### src/rxsof_pkg.sv
// Package with constants and types of the receive system-side output formatter.
package rxsof_pkg;

  // Bit positions inside the two receive configuration words.
  localparam int CFG1_FLOAT_BIT    = 6;
  localparam int CFG2_POL_BIT      = 3;
  localparam int CFG2_EDGE_BIT     = 4;
  localparam int CFG2_IND_LSB      = 5;
  localparam int CFG2_IND_MSB      = 7;

  // Reset values of the configuration words.
  localparam logic [7:0] CFG1_RST  = 8'h00;
  localparam logic [7:0] CFG2_RST  = 8'h00;

  // Register map of the local slave.
  localparam logic [3:0] ADDR_CFG1   = 4'h0;
  localparam logic [3:0] ADDR_CFG2   = 4'h1;
  localparam logic [3:0] ADDR_CTRL   = 4'h2;
  localparam logic [3:0] ADDR_STATUS = 4'h3;
  localparam logic [3:0] ADDR_IRQ    = 4'h4;
  localparam logic [3:0] ADDR_MASK   = 4'h5;
  localparam logic [7:0] CTRL_RST    = 8'h00;

  // Reference rate clock figures in kHz.
  localparam int REF_CLK_KHZ     = 40000;
  localparam int T1_RATE_KHZ     = 1544;
  localparam int E1_RATE_KHZ     = 2048;

  // Phase accumulator for the reference rate clock.
  localparam int PHASE_W = 24;
  localparam logic [PHASE_W-1:0] T1_PHASE_INC =
    PHASE_W'((64'(T1_RATE_KHZ) << PHASE_W) / 64'(REF_CLK_KHZ));
  localparam logic [PHASE_W-1:0] E1_PHASE_INC =
    PHASE_W'((64'(E1_RATE_KHZ) << PHASE_W) / 64'(REF_CLK_KHZ));

  // Output formats.
  typedef enum logic [1:0] {
    FMT_SINGLE_NRZ = 2'h0,
    FMT_DUAL_NRZ   = 2'h1,
    FMT_DUAL_RZ    = 2'h2,
    FMT_DUAL_SLICE = 2'h3
  } rxsof_fmt_t;

  // Indication sources.
  typedef enum logic [2:0] {
    IND_PATTERN  = 3'h0,
    IND_AIS      = 3'h1,
    IND_EXZ      = 3'h2,
    IND_BPV      = 3'h3,
    IND_EXZ_BPV  = 3'h4,
    IND_LOS      = 3'h5,
    IND_CLOCK    = 3'h6,
    IND_XOR      = 3'h7
  } rxsof_ind_t;

  localparam logic [23:0] IND_MAP_DEFAULT = {3'h7, 3'h6, 3'h5, 3'h4, 3'h3, 3'h2, 3'h1, 3'h0};

  // Interrupt bits.
  localparam int IRQ_LOS  = 0;
  localparam int IRQ_BPV  = 1;
  localparam int IRQ_EXZ  = 2;
  localparam int IRQ_AIS  = 3;
  localparam int IRQ_W    = 4;

endpackage : rxsof_pkg

### src/rxsof_top.sv
// Receive system-side output formatter of one line interface channel.
`timescale 1ns/1ps
module rxsof_top #(
  parameter logic [23:0] IND_MAP = rxsof_pkg::IND_MAP_DEFAULT
) (
  // Clock and reset.
  input  wire logic       ref_clk,
  input  wire logic       rstn,
  // Register port.
  input  wire logic [3:0] reg_addr,
  input  wire logic [7:0] reg_wdata,
  input  wire logic       reg_wr,
  input  wire logic       reg_rd,
  output logic      [7:0] reg_rdata,
  output logic            irq,
  // Line-side inputs, asynchronous to ref_clk.
  input  wire logic       recovered_rx_clock,
  input  wire logic       line_tip_input,
  input  wire logic       line_ring_input,
  input  wire logic       decoded_nrz_data,
  input  wire logic       pattern_indication,
  input  wire logic       line_alarm_indication,
  input  wire logic       line_excess_zeros,
  input  wire logic       line_bipolar_violation,
  input  wire logic       line_signal_loss,
  // System-side outputs.
  output logic            rx_single_rail_data,
  output logic            rx_single_rail_data_oe,
  output logic            rx_negative_rail,
  output logic            rx_negative_rail_oe,
  output logic            reference_rate_clock
);

  // Reset release through two flip-flops.
  logic rst_meta_r;
  logic rst_sync_r;
  always_ff @(posedge ref_clk or negedge rstn) begin
    if (!rstn) begin
      rst_meta_r <= 1'b0;
      rst_sync_r <= 1'b0;
    end else begin
      rst_meta_r <= 1'b1;
      rst_sync_r <= rst_meta_r;
    end
  end
  wire rst_n = rst_sync_r;

  // Two-stage synchronisers for all line-side inputs.
  localparam int NIN = 9;
  wire  [NIN-1:0] async_in = {line_signal_loss, line_bipolar_violation, line_excess_zeros,
                              line_alarm_indication, pattern_indication, decoded_nrz_data,
                              line_ring_input, line_tip_input, recovered_rx_clock};
  logic [NIN-1:0] sync_meta_r;
  logic [NIN-1:0] sync_r;
  genvar gi;
  generate
    for (gi = 0; gi < NIN; gi++) begin : g_sync
      always_ff @(posedge ref_clk or negedge rst_n) begin
        if (!rst_n) begin
          sync_meta_r[gi] <= 1'b0;
          sync_r[gi]      <= 1'b0;
        end else begin
          sync_meta_r[gi] <= async_in[gi];
          sync_r[gi]      <= sync_meta_r[gi];
        end
      end
    end
  endgenerate
  wire s_clk  = sync_r[0];
  wire s_tip  = sync_r[1];
  wire s_ring = sync_r[2];
  wire s_nrz  = sync_r[3];
  wire s_pat  = sync_r[4];
  wire s_ais  = sync_r[5];
  wire s_exz  = sync_r[6];
  wire s_bpv  = sync_r[7];
  wire s_los  = sync_r[8];

  // Configuration and control registers.
  logic [7:0]             receive_config_first_r;
  logic [7:0]             receive_config_second_r;
  logic [7:0]             ctrl_r;
  logic [rxsof_pkg::IRQ_W-1:0] irq_stat_r;
  logic [rxsof_pkg::IRQ_W-1:0] irq_mask_r;

  wire powerdown_output_float_select = receive_config_first_r[rxsof_pkg::CFG1_FLOAT_BIT];
  wire data_polarity_select          = receive_config_second_r[rxsof_pkg::CFG2_POL_BIT];
  wire rx_clock_edge_select          = receive_config_second_r[rxsof_pkg::CFG2_EDGE_BIT];
  wire [2:0] indication_select_field =
    receive_config_second_r[rxsof_pkg::CFG2_IND_MSB:rxsof_pkg::CFG2_IND_LSB];
  // Control word: bits 1:0 format, bit 2 power down, bit 3 single-ended, bit 4 E1 rate.
  wire [1:0] fmt_sel      = ctrl_r[1:0];
  wire       powered_down = ctrl_r[2];
  wire       single_ended = ctrl_r[3];
  wire       e1_mode      = ctrl_r[4];

  // Register writes.
  wire wr_cfg1 = reg_wr && (reg_addr == rxsof_pkg::ADDR_CFG1);
  wire wr_cfg2 = reg_wr && (reg_addr == rxsof_pkg::ADDR_CFG2);
  wire wr_ctrl = reg_wr && (reg_addr == rxsof_pkg::ADDR_CTRL);
  wire wr_irq  = reg_wr && (reg_addr == rxsof_pkg::ADDR_IRQ);
  wire wr_mask = reg_wr && (reg_addr == rxsof_pkg::ADDR_MASK);

  always_ff @(posedge ref_clk or negedge rst_n) begin
    if (!rst_n) begin
      receive_config_first_r  <= rxsof_pkg::CFG1_RST;
      receive_config_second_r <= rxsof_pkg::CFG2_RST;
      ctrl_r                  <= rxsof_pkg::CTRL_RST;
      irq_mask_r              <= '0;
    end else begin
      if (wr_cfg1) receive_config_first_r  <= reg_wdata;
      if (wr_cfg2) receive_config_second_r <= reg_wdata;
      if (wr_ctrl) ctrl_r                  <= reg_wdata;
      if (wr_mask) irq_mask_r              <= reg_wdata[rxsof_pkg::IRQ_W-1:0];
    end
  end

  // Active recovered clock edge detection.
  logic clk_prev_r;
  always_ff @(posedge ref_clk or negedge rst_n) begin
    if (!rst_n) clk_prev_r <= 1'b0;
    else        clk_prev_r <= s_clk;
  end
  wire rise_edge   = s_clk && !clk_prev_r;
  wire fall_edge   = !s_clk && clk_prev_r;
  wire active_edge = rx_clock_edge_select ? fall_edge : rise_edge;

  // Rail slicing by line input mode.
  wire pos_pulse = single_ended ? s_tip : (s_tip && !s_ring);
  wire neg_pulse = single_ended ? 1'b0 : (s_ring && !s_tip);
  // In single-ended mode the negative rail still reports ring-side activity while tip is low.
  wire neg_rail  = single_ended ? (s_ring && !s_tip) : neg_pulse;

  // NRZ rails are held for a bit period; RZ rails follow the recovered clock phase that starts at the active edge.
  logic pos_nrz_r;
  logic neg_nrz_r;
  logic nrz_data_r;
  always_ff @(posedge ref_clk or negedge rst_n) begin
    if (!rst_n) begin
      pos_nrz_r  <= 1'b0;
      neg_nrz_r  <= 1'b0;
      nrz_data_r <= 1'b0;
    end else if (active_edge) begin
      pos_nrz_r  <= pos_pulse;
      neg_nrz_r  <= neg_rail;
      nrz_data_r <= s_nrz;
    end
  end
  wire pos_rz = pos_nrz_r && (s_clk ^ rx_clock_edge_select);
  wire neg_rz = neg_nrz_r && (s_clk ^ rx_clock_edge_select);

  // Indication source through the parameter table.
  wire [2:0] ind_code = IND_MAP[3*indication_select_field +: 3];
  logic ind_src;
  always_comb begin
    case (ind_code)
      rxsof_pkg::IND_PATTERN: ind_src = s_pat;
      rxsof_pkg::IND_AIS:     ind_src = s_ais;
      rxsof_pkg::IND_EXZ:     ind_src = s_exz;
      rxsof_pkg::IND_BPV:     ind_src = s_bpv;
      rxsof_pkg::IND_EXZ_BPV: ind_src = s_exz || s_bpv;
      rxsof_pkg::IND_LOS:     ind_src = s_los;
      rxsof_pkg::IND_CLOCK:   ind_src = s_clk;
      rxsof_pkg::IND_XOR:     ind_src = pos_pulse ^ neg_rail;
      default:                ind_src = 1'b0;
    endcase
  end
  logic ind_r;
  always_ff @(posedge ref_clk or negedge rst_n) begin
    if (!rst_n)           ind_r <= 1'b0;
    else if (active_edge) ind_r <= ind_src;
  end

  // Pin selection by format, polarity and power-down state.
  logic pin1_raw;
  logic pin2_raw;
  always_comb begin
    case (fmt_sel)
      rxsof_pkg::FMT_SINGLE_NRZ: begin
        pin1_raw = nrz_data_r ^ data_polarity_select;
        pin2_raw = ind_r;
      end
      rxsof_pkg::FMT_DUAL_NRZ: begin
        pin1_raw = pos_nrz_r ^ data_polarity_select;
        pin2_raw = neg_nrz_r ^ data_polarity_select;
      end
      rxsof_pkg::FMT_DUAL_RZ: begin
        pin1_raw = pos_rz ^ data_polarity_select;
        pin2_raw = neg_rz ^ data_polarity_select;
      end
      default: begin
        pin1_raw = pos_pulse ^ data_polarity_select;
        pin2_raw = neg_rail ^ data_polarity_select;
      end
    endcase
  end
  wire pin1_nxt = powered_down ? 1'b0 : pin1_raw;
  wire pin2_nxt = powered_down ? 1'b0 : pin2_raw;
  wire oe_nxt   = !(powered_down && powerdown_output_float_select);

  always_ff @(posedge ref_clk or negedge rst_n) begin
    if (!rst_n) begin
      rx_single_rail_data    <= 1'b0;
      rx_negative_rail       <= 1'b0;
      rx_single_rail_data_oe <= 1'b0;
      rx_negative_rail_oe    <= 1'b0;
    end else begin
      rx_single_rail_data    <= pin1_nxt;
      rx_negative_rail       <= pin2_nxt;
      rx_single_rail_data_oe <= oe_nxt;
      rx_negative_rail_oe    <= oe_nxt;
    end
  end

  // Reference rate clock from a phase accumulator.
  logic [rxsof_pkg::PHASE_W-1:0] phase_r;
  wire  [rxsof_pkg::PHASE_W-1:0] phase_inc = e1_mode ? rxsof_pkg::E1_PHASE_INC : rxsof_pkg::T1_PHASE_INC;
  always_ff @(posedge ref_clk or negedge rst_n) begin
    if (!rst_n) begin
      phase_r              <= '0;
      reference_rate_clock <= 1'b0;
    end else begin
      phase_r              <= phase_r + phase_inc;
      reference_rate_clock <= phase_r[rxsof_pkg::PHASE_W-1];
    end
  end

  // Sticky event status; a set in the clearing cycle wins.
  logic [rxsof_pkg::IRQ_W-1:0] ev_prev_r;
  wire  [rxsof_pkg::IRQ_W-1:0] ev_now  = {s_ais, s_exz, s_bpv, s_los};
  wire  [rxsof_pkg::IRQ_W-1:0] ev_rise = ev_now & ~ev_prev_r;
  wire  [rxsof_pkg::IRQ_W-1:0] clr     = wr_irq ? reg_wdata[rxsof_pkg::IRQ_W-1:0] : '0;
  always_ff @(posedge ref_clk or negedge rst_n) begin
    if (!rst_n) begin
      ev_prev_r  <= '0;
      irq_stat_r <= '0;
      irq        <= 1'b0;
    end else begin
      ev_prev_r  <= ev_now;
      irq_stat_r <= (irq_stat_r & ~clr) | ev_rise;
      irq        <= |(((irq_stat_r & ~clr) | ev_rise) & irq_mask_r);
    end
  end

  // Read data, one cycle after the strobe; unmapped addresses read zero.
  logic [7:0] rd_mux;
  always_comb begin
    case (reg_addr)
      rxsof_pkg::ADDR_CFG1:   rd_mux = receive_config_first_r;
      rxsof_pkg::ADDR_CFG2:   rd_mux = receive_config_second_r;
      rxsof_pkg::ADDR_CTRL:   rd_mux = ctrl_r;
      rxsof_pkg::ADDR_STATUS: rd_mux = {3'h0, ind_r, s_los, s_bpv, s_exz, s_ais};
      rxsof_pkg::ADDR_IRQ:    rd_mux = {4'h0, irq_stat_r};
      rxsof_pkg::ADDR_MASK:   rd_mux = {4'h0, irq_mask_r};
      default:                rd_mux = 8'h00;
    endcase
  end
  always_ff @(posedge ref_clk or negedge rst_n) begin
    if (!rst_n)      reg_rdata <= 8'h00;
    else if (reg_rd) reg_rdata <= rd_mux;
    else             reg_rdata <= 8'h00;
  end

endmodule : rxsof_top

### config.mk
export PLATFORM = sky130hd
export DESIGN_NAME = rxsof_top
export DESIGN_NICKNAME = d
export VERILOG_FILES = /design/src/rxsof_pkg.sv /design/src/rxsof_top.sv
export SDC_FILE = /design/constraint.sdc
export NUM_CORES = 1
export LEC_CHECK = 0
export BUFFER_PORTS_ARGS = -buffer_cell sky130_fd_sc_hd__buf_2
export CORE_ASPECT_RATIO = 1.2
export CORE_MARGIN = 1.5
export CORE_UTILIZATION = 45
export DETAILED_ROUTE_END_ITERATION = 16
export HOLD_SLACK_MARGIN = 0.03
export PLACE_DENSITY_LB_ADDON = 0.1
export SKIP_LAST_GASP = 1
export SLEW_MARGIN = 20
export SYNTH_ARGS = -nofsm -noshare
export SYNTH_HDL_FRONTEND = slang
export SYNTH_SLANG_ARGS = --single-unit
### constraint.sdc
create_clock -name ref_clk -period 6.7 [get_ports ref_clk]
set_clock_uncertainty 0.05 [all_clocks]
set_input_delay 0.335 -clock ref_clk [delete_from_list [all_inputs] [get_ports ref_clk]]
set_output_delay 0.335 -clock ref_clk [all_outputs]
set_load 0.02 [all_outputs]
After elaboration in Yosys (flattened, before gate mapping)

Cells that the tools add are included.

Register bits after elaboration: 98

Multipliers: 1
Add/subtract/negate cells: 1
Reductions and logical operators: 22
Multiplexer cells: 11
Bitwise operators: 15
Equal/unequal tests: 14
Shift-type cells: 1

Operators with widths:

| kind                                                       | number |
|---|---|
| one-hot mux 8 bit (6 select lines)                         | 1 |
| adder 24 x 20 -> 24 bit                                    | 1 |
| variable part select 24 x 6 -> 3 bit, first input constant | 1 |
| 2-to-1 mux 19 bit                                          | 1 |
| bitwise AND 4 bit                                          | 3 |
| equality test 3 bit, second input constant                 | 4 |
| logical AND 1 bit                                          | 12 |
| bitwise XOR 1 bit                                          | 9 |
| equality test 4 x 2 -> 1 bit, second input constant        | 2 |
| equality test 4 x 3 -> 1 bit, second input constant        | 2 |
| 2-to-1 mux 8 bit                                           | 1 |
| NOT 4 bit                                                  | 2 |
| one-hot mux 1 bit (8 select lines)                         | 1 |
| equality test 3 x 2 -> 1 bit, second input constant        | 2 |
| one-hot mux 1 bit (3 select lines)                         | 2 |
| zero test 1 bit                                            | 5 |
| multiplier 2 x 3 -> 5 bit, first input constant            | 1 |
| equality test 4 x 1 -> 1 bit, second input constant        | 1 |
| zero test 4 bit                                            | 1 |
| 2-to-1 mux 1 bit                                           | 4 |
| 2-to-1 mux 4 bit                                           | 1 |
| OR 4 bit                                                   | 1 |
| OR reduction 4 bit                                         | 1 |
| equality test 3 x 1 -> 1 bit, second input constant        | 1 |
| other kinds (5)                                            | 5 |

Logic depth before layout (Yosys ltp)

Gate-level depths: netlist (run 1).

Depth after elaboration: 8
Gate-level depth with buffers: 8
Gate-level depth less buffers: 7

Least setup slack after synthesis (run 1)

Ideal clock, no wire load.

Kind: register -> register
From: register ctrl_r[4]
To: register phase_r[23] (netlist name)
Required time: 6524 ps
Setup time: 126 ps
Period minus slack after synthesis: 2252 ps
Data arrival time: 2076 ps
Path slack: 4448 ps
Buffers on the path: 1
Cell stages (with the launch flop): 9
Cell sequence: dfrtp_1 inv_1 ha_1 buf_2 and3_1 and2_1 a211oi_1 nor4_1 a311o_1

Word-level cells in the longest chain between the ends: 2

RTL lines:

| what                    | line             | RTL |
|---|---|---|
| start, declared         | rxsof_top.sv:82  | `logic [7:0] ctrl_r;` |
| start signal, assigned  | rxsof_top.sv:108 | `ctrl_r <= rxsof_pkg::CTRL_RST;` |
| start signal, assigned  | rxsof_top.sv:113 | `if (wr_ctrl) ctrl_r <= reg_wdata;` |
| 2-to-1 mux 19 bit       | rxsof_top.sv:217 | `wire [rxsof_pkg::PHASE_W-1:0] phase_inc = e1_mode ? rxsof_pkg::E1_PHASE_INC : rxsof_pkg::T1_PHASE_INC;` |
| adder 24 x 20 -> 24 bit | rxsof_top.sv:223 | `phase_r <= phase_r + phase_inc;` |
| end signal, assigned    | rxsof_top.sv:223 |  |
| end, declared           | rxsof_top.sv:216 | `logic [rxsof_pkg::PHASE_W-1:0] phase_r;` |

Every way passes these cells.
A chain may end at the register's enable or synchronous reset.

Worst setup path after layout (run 1)

Ends and elaborated chain as after synthesis.

==> flow_metrics.py, run 1 <==
metrics = {
    "outcome": {
        "status": "finished clean",
    },
    "clocking": {
        "clk-insertion-delay-late_ns": 0.33,
        "cts_sinks": 98,
        "clkTransAtPathRegs_ns": 0.06,
        "cts_tree": "done",
        "numCtsBuffers": 9,
        "cts_buffer_depth": 2,
        "clockRootBuffer": "clkbuf_16",
        "cts.htree.levels": 3,
    },
    "detailed_routing": {
        "routed_via_density": 5.51,
        "dr.pass1.iters": 4,
        "drt-initial-drc-count": 99,
        "ant_nets": 0,
        "via_count": 2971,
        "wl_per_cell_um": 16.3,
        "drt-total-wl_um": 8780,
        "drc_errors": 0,
    },
    "worst_setup_path": {
        "path_class": "flop to flop",
        "cp_max_fo": 9,
        "worstReg2RegStart": "ctrl_r[4]",
        "worst_setup_path_end_kind": "flop",
        "cp.arrival_ns": 2.75,
        "cpPeakStageDelay_ns": 0.55,
        "critPathSlowestCell": "dfrtp_1",
        "crit_chain": "inv_1, ha_1, and3_1, and2_1, a211oi_1, nor4_1, a311o_1",
        "cp_data_required_time_ns": 6.87,
        "critPathLaunch": "ctrl_r[4]",
        "cp-start-kind": "flop",
    },
    "yosys": {
        "synthTopCellsByArea": "dfrtp_1 55%, mux2_2 4.5%, ha_1 4.2%",
        "synthArstFlopShare_pct": 100,
        "synth_cells": 371,
        "syn_avg_cell_area_sq_um": 12.1,
        "syn-cell-area_sq_um": 4490,
        "ys_warn_count": 0,
        "ys_seq_area_share_pct": 54.7,
        "synth_most_common_cell": "dfrtp_1",
        "ys_seq_elements": 98,
        "synthTopCellsByCount": "98 x dfrtp_1, 29 x nor2_1, 24 x nand2_1, 18 x mux2_2",
        "synth_area_leader_cell": "dfrtp_1",
        "synth_top_flop_cell": "dfrtp_1",
        "synth_cell_types": 61,
        "syn_nets": 411,
        "synth_edf_count": 0,
        "synth_top_area_share_pct": 54.7,
    },
    "pwr": {
        "power.density_nw_per_um2": 407,
        "ir_worst_vdd_mv": 0.188,
        "total_leakage_power_nw": 2.29,
    },
    "global_routing": {
        "grt_pass1_wl_um": 15200,
        "grt_use_total_pct": 18.7,
        "use_met3_pct": 3.18,
        "use_met2_pct": 31.0,
        "top_usage_layer": "met2",
        "overflow": 0,
        "grt.met1_usage_pct": 23.9,
        "grt_pass1_vias": 3113,
        "antenna_found_initial": 0,
        "grt_max_degree": 75,
    },
    "placement": {
        "dp_hpwl_um": 6230,
        "place_ws_ns": 4.13,
        "numPortBuffers": 38,
        "placed_area_sq_um": 4790,
        "place.gp.congestion": 0.823,
    },
    "sta": {
        "setup_slack_ns": 4.12,
        "timing.hold.ws_ns": 0.0523,
        "grt_setup_unrepaired": "no",
        "fmax_mhz": 387,
        "worst_pin_slew_ns": 0.913,
        "fin_crit_sh_pct": 38.5,
        "hold_viol": 0,
        "slew-limit-headroom_pct": 39.1,
        "fin_setup_tns_ns": 0,
        "fin_crit_ns": 2.58,
        "finalSetupViolations": 0,
        "drv_slew": 0,
    },
    "die": {
        "rows": 39,
        "core_area_sq_um": 9610,
        "fp.dieH_um": 112,
        "pin_count": 39,
        "initial_core_util_pct": 46.7,
        "die_area_sq_um": 10600,
        "die_x_um": 94.2,
    },
    "min_path": {
        "worstHoldStart": "line_signal_loss",
        "hp-class": "primary input to flop",
    },
    "cells_and_area": {
        "nets": 451,
        "syn_to_final_growth_pct": 13.4,
        "diodes": 0,
        "n_fill_cell": 857,
        "final_area_sq_um": 5090,
        "fin_util_pct": 52.9,
        "drive_above_1_share_pct": 20.9,
    },
    "job": {
        "drv_cap": 0,
    },
}
## area by class of cell
cell class / count / area, sq um / share of cell area (%)
repair buffers: 40 / 208 / 4.08
flip-flops and latches: 98 / 2460 / 48.3
inverters: 12 / 45.0 / 0.885
multi-input cells: 250 / 1940 / 38.1
clock inverters: 5 / 55.1 / 1.08
well taps: 123 / 154 / 3.02
clock buffers: 11 / 233 / 4.57
## cell usage in the layout, fill, tap and decap left out, types with 9 or more instances in the layout
master     instances
mux2i_1           11
mux2_1            15
nor2b_1            9
nor2_1            29
nand2_1           24
ha_1              15
a21oi_1           13
buf_2             38
clkbuf_16          9
nand3_1           10
inv_1             12
dfrtp_1           97
mux2_2            18
## state kept, by name, indices dropped and copies added, names as in the netlist, 4 cells and up
register and count:
ctrl_r 8, phase_r 24, reg_rdata 8, receive_config_first_r 8, ev_prev_r 4, receive_config_second_r 8, irq_mask_r 4, sync_meta_r 9
irq_stat_r 4
## timing repair
| action | 4_1_cts | 5_1_grt |
|---|---|---|
| hold buffers | 1 | 0 |
| endpoints found under the hold margin | 2 | 0 |
| setup endpoints to repair | 0 | 0 |
| buffers inserted | 0 | 0 |
| resized for setup | 0 | 0 |
## report_power, final
| part | switching, mW | internal, mW | total (mW) |
|---|---|---|---|
| sequential | 0.125 | 0.740 | 0.865 |
| combinational | 0.382 | 0.326 | 0.709 |
| clock | 0.212 | 0.288 | 0.500 |
| total | 0.719 | 1.36 | 2.07 |
## path summary, 6_finish.rpt
path / cells after the start / slack [ns] / to
setup / recovery: 7 / 4.12 / phase_r[23]
hold / removal: 1 / 0.05 / sync_meta_r[8]
setup reg to reg: 7 / 4.12 / phase_r[23]
hold reg to reg: 0 / 0.16 / sync_meta_r[8]
max in group asynchronous: 1 / 5.21 / s_ring
min in group asynchronous: 0 / 0.16 / sync_meta_r[8]
## routing by layer
metal  vias to the layer above  wire length (um)  share of wire [%]
met3                        16               278                3.2
met5                         -                 0                  0
met2                        46              4430                 50
met4                         0               227                2.6
met1                      1495              3850                 44
li1                       1414                 -                  -
## worst max-delay path: cells and delay by family, from the launching register on
family,cells,cell delay [ns]
AO/OA/AOI/OAI,2,0.71
adder cells (fa/ha/maj),1,0.42
AND/OR/NAND/NOR,3,0.56
flip-flops,1,0.55
buffers and inverters,1,0.17
## through the flow
step / instances / total power, mW
after detailed placement: 522 / 1.58
after global placement: 522 / 1.57
after global routing: 539 / 2.23
final: 539 / 2.07
after CTS: 539 / 2.09
after floorplan: 371 / 1.41
## cells by family after synthesis
family / share of synthesized area, %
muxes: 13.2
buffers and inverters: 2.12
other: 0.0836
and+or+nand+nor: 11.6
xor gates and xnor gates: 3.12
AOI/OAI and AO/OA: 11.0
DFF: 54.7
adders and majority gates: 4.18
Note: power is estimated with default switching activity, not from simulation.
==> inputs of run 2 (changes only) <==
==> constraint.sdc (replaced) <==
create_clock -name ref_clk -period 2.69 [get_ports ref_clk]
set_clock_uncertainty 0.05 [all_clocks]
set_input_delay 0.1345 -clock ref_clk [delete_from_list [all_inputs] [get_ports ref_clk]]
set_output_delay 0.1345 -clock ref_clk [all_outputs]
set_load 0.02 [all_outputs]
==> run 2 against run 1 <==
  * Die area did not move
  * Total power rose to 2.6 times the previous value
  * Via count grew 1.7%
  * Non-clock buffer count up 18
  * Worst setup slack got worse by 3.7 ns
  * Combinational power rose to 2.6 times the previous value
  * Cell count grew 3.3%
  * Sequential share of layout area is 2.2 points lower
  * First-iteration DRC count down 32%
  * Sequential power is 150% higher
  * Maximum frequency is 13% higher
  * Largest cell class unchanged
==> flow_metrics.py, run 2 (synthesized netlist as in run 1, its figures left out) <==
metrics = {
    "outcome": {
        "status": "finished clean",
    },
    "pwr": {
        "power.share.sequential_pct": 39.4,
        "power.switching_mw": 1.80,
        "intPower_mw": 3.63,
        "total_leakage_power_nw": 2.42,
        "clkPwrFrac_pct": 27.3,
        "p_sw_share_pct": 33.2,
        "power.density_nw_per_um2": 1020,
        "power.total_mw": 5.43,
        "p_comb_share_pct": 33.4,
        "ir_worst_vdd_mv": 0.531,
    },
    "sta": {
        "fmax_mhz": 439,
        "worst_pin_slew_ns": 0.574,
        "fin_crit_ns": 2.28,
        "fin_setup_tns_ns": 0,
        "hold_viol": 0,
        "drv_slew": 0,
        "grt_setup_unrepaired": "no",
        "finalSetupViolations": 0,
        "slew-limit-headroom_pct": 61.7,
        "fin_crit_sh_pct": 84.6,
    },
    "global_routing": {
        "grt_max_degree": 50,
        "antenna_found_initial": 0,
        "grt_pass1_vias": 3011,
        "overflow": 0,
        "grt_use_total_pct": 19.0,
        "grt_pass1_wl_um": 15200,
    },
    "cells_and_area": {
        "reg_top3": "phase_r x24, sync_meta_r x9",
        "fin_util_pct": 55.5,
        "drive_above_1_share_pct": 21.7,
        "final_cell_mix": "97 x dfrtp_1, 38 x buf_2, 29 x nor2_1",
        "fin_cells": 557,
        "nets": 469,
        "seq_area_sq_um": 2460,
        "diodes": 0,
        "top_register": "phase_r",
        "syn_to_final_growth_pct": 18.9,
        "n_fill_cell": 809,
        "final_common_cell": "dfrtp_1",
        "largest_reg_flops": 24,
        "multi_input_comb_area_sq_um": 1940,
        "final_area_sq_um": 5330,
    },
    "clocking": {
        "clk-insertion-delay-late_ns": 0.34,
        "numCtsBuffers": 9,
        "cts_sinks": 98,
        "cts_setup_buffers": 0,
        "postCtsHoldBufs": 14,
        "clockRootBuffer": "clkbuf_16",
        "cts_buffer_depth": 2,
        "ctsResizeCount": 0,
        "cts_tree": "done",
        "cts.htree.levels": 3,
        "clkTransAtPathRegs_ns": 0.07,
    },
    "worst_setup_path": {
        "reg2reg_slack_ns": 0.41,
        "cp_max_fo": 5,
        "cp_num_buf_inv": 0,
        "cpPeakStageDelay_ns": 0.43,
        "path_class": "flop to flop",
        "worst_setup_path_end_kind": "flop",
        "cp-start-kind": "flop",
        "critPathLaunch": "ctrl_r[4]",
        "crit_chain": "ha_1, ha_1, a311oi_1, o211a_1, or3_4, and3_4, a21o_1",
        "worstReg2RegStart": "ctrl_r[4]",
        "crit_family": "simple AND/OR/NAND/NOR gates",
        "cp_data_required_time_ns": 2.88,
        "rr_worst_depth": 7,
        "reg2reg_to": "phase_r[16]",
        "critPathSlowestCell": "dfrtp_1",
        "cp.arrival_ns": 2.46,
        "worst_path_most_repeated_cell": "ha_1",
    },
    "placement": {
        "place.gp.congestion": 0.850,
        "dp_cells": 527,
        "dp_hpwl_um": 6380,
        "placed_area_sq_um": 4840,
        "numPortBuffers": 38,
    },
    "job": {
        "drv_cap": 0,
    },
    "min_path": {
        "hp-class": "primary input to flop",
        "hold_depth": 2,
        "hold_path_end": "ctrl_r[0]",
        "worstHoldStart": "reg_wdata[0]",
    },
    "detailed_routing": {
        "drt-total-wl_um": 8840,
        "drc_errors": 0,
        "via_count": 3021,
        "dr.pass1.iters": 4,
        "wl_per_cell_um": 15.9,
        "ant_nets": 0,
        "routed_via_density": 5.42,
        "drt-initial-drc-count": 67,
    },
    "die": {
        "pin_count": 39,
        "die_x_um": 94.2,
        "rows": 39,
        "initial_core_util_pct": 46.7,
        "fp.dieH_um": 112,
        "core_area_sq_um": 9610,
        "die_area_sq_um": 10600,
    },
}
## run 2: cell count changes in the layout (fill, tap and decap cells not counted), sizes merged
| cell | change |
|---|---|
| buf | +5 |
| clkinvlp | -2 |
| dlygate4sd3 | +13 |
| clkbuf | -1 |
| bufinv | +2 |
| inv | +1 |
## run 2: area by class of cell
class                   count  share of cell area (%)
flip-flops and latches     98                    46.0
multi-input cells         250                    36.4
repair buffers             58                    7.27
clock buffers              10                    4.48
well taps                 123                    2.89
clock inverters             6                    2.11
inverters                  12                   0.844
## run 2: worst reg2reg max path: stages (launching register included)
cell	delay, ns
dfrtp_1	0.43
ha_1	0.23
ha_1	0.23
a311oi_1	0.15
o211a_1	0.32
or3_4	0.43
and3_4	0.20
a21o_1	0.15
## run 2: per-layer routing
layer / part of all wire (%) / vias to the layer above / global-route usage (%) / routed length (um)
li1: - / 1448 / - / -
met1: 43 / 1515 / 25.1 / 3840
met2: 52 / 51 / 30.9 / 4610
met3: 3.4 / 7 / 4.34 / 296
met4: 1.0 / 0 / 6.27 / 90
met5: 0 / - / 0 / 0
## run 2: power groups by stage
stage / Combinational (mW) / Sequential, mW / Clock (mW)
after global routing: 2.04 / 2.20 / 1.59
after global placement: 1.79 / 2.16 / 0
after CTS: 1.83 / 2.14 / 1.53
after floorplan: 1.39 / 2.12 / 0
after detailed placement: 1.81 / 2.17 / 0
final: 1.81 / 2.14 / 1.48
## run 2: stage by stage
step / hold slack [ns] / setup WS, ns
after floorplan: -0.211 / 0.438
after global placement: -0.131 / 0.458
after detailed placement: -0.125 / 0.404
after CTS: 0.0332 / 0.390
after global routing: 0.0346 / 0.208
final: 0.0454 / 0.413
## run 2: worst max-delay path by stage
stage          cells after the start  slack (ns)           to
3_5_place_dp                       7        0.40  phase_r[16]
3_3_place_gp                       7        0.46  phase_r[22]
6_report                           7        0.41  phase_r[16]
5_1_grt                            7        0.21  phase_r[20]
2_1_floorplan                      8        0.44  phase_r[23]
4_1_cts                            7        0.39  phase_r[16]
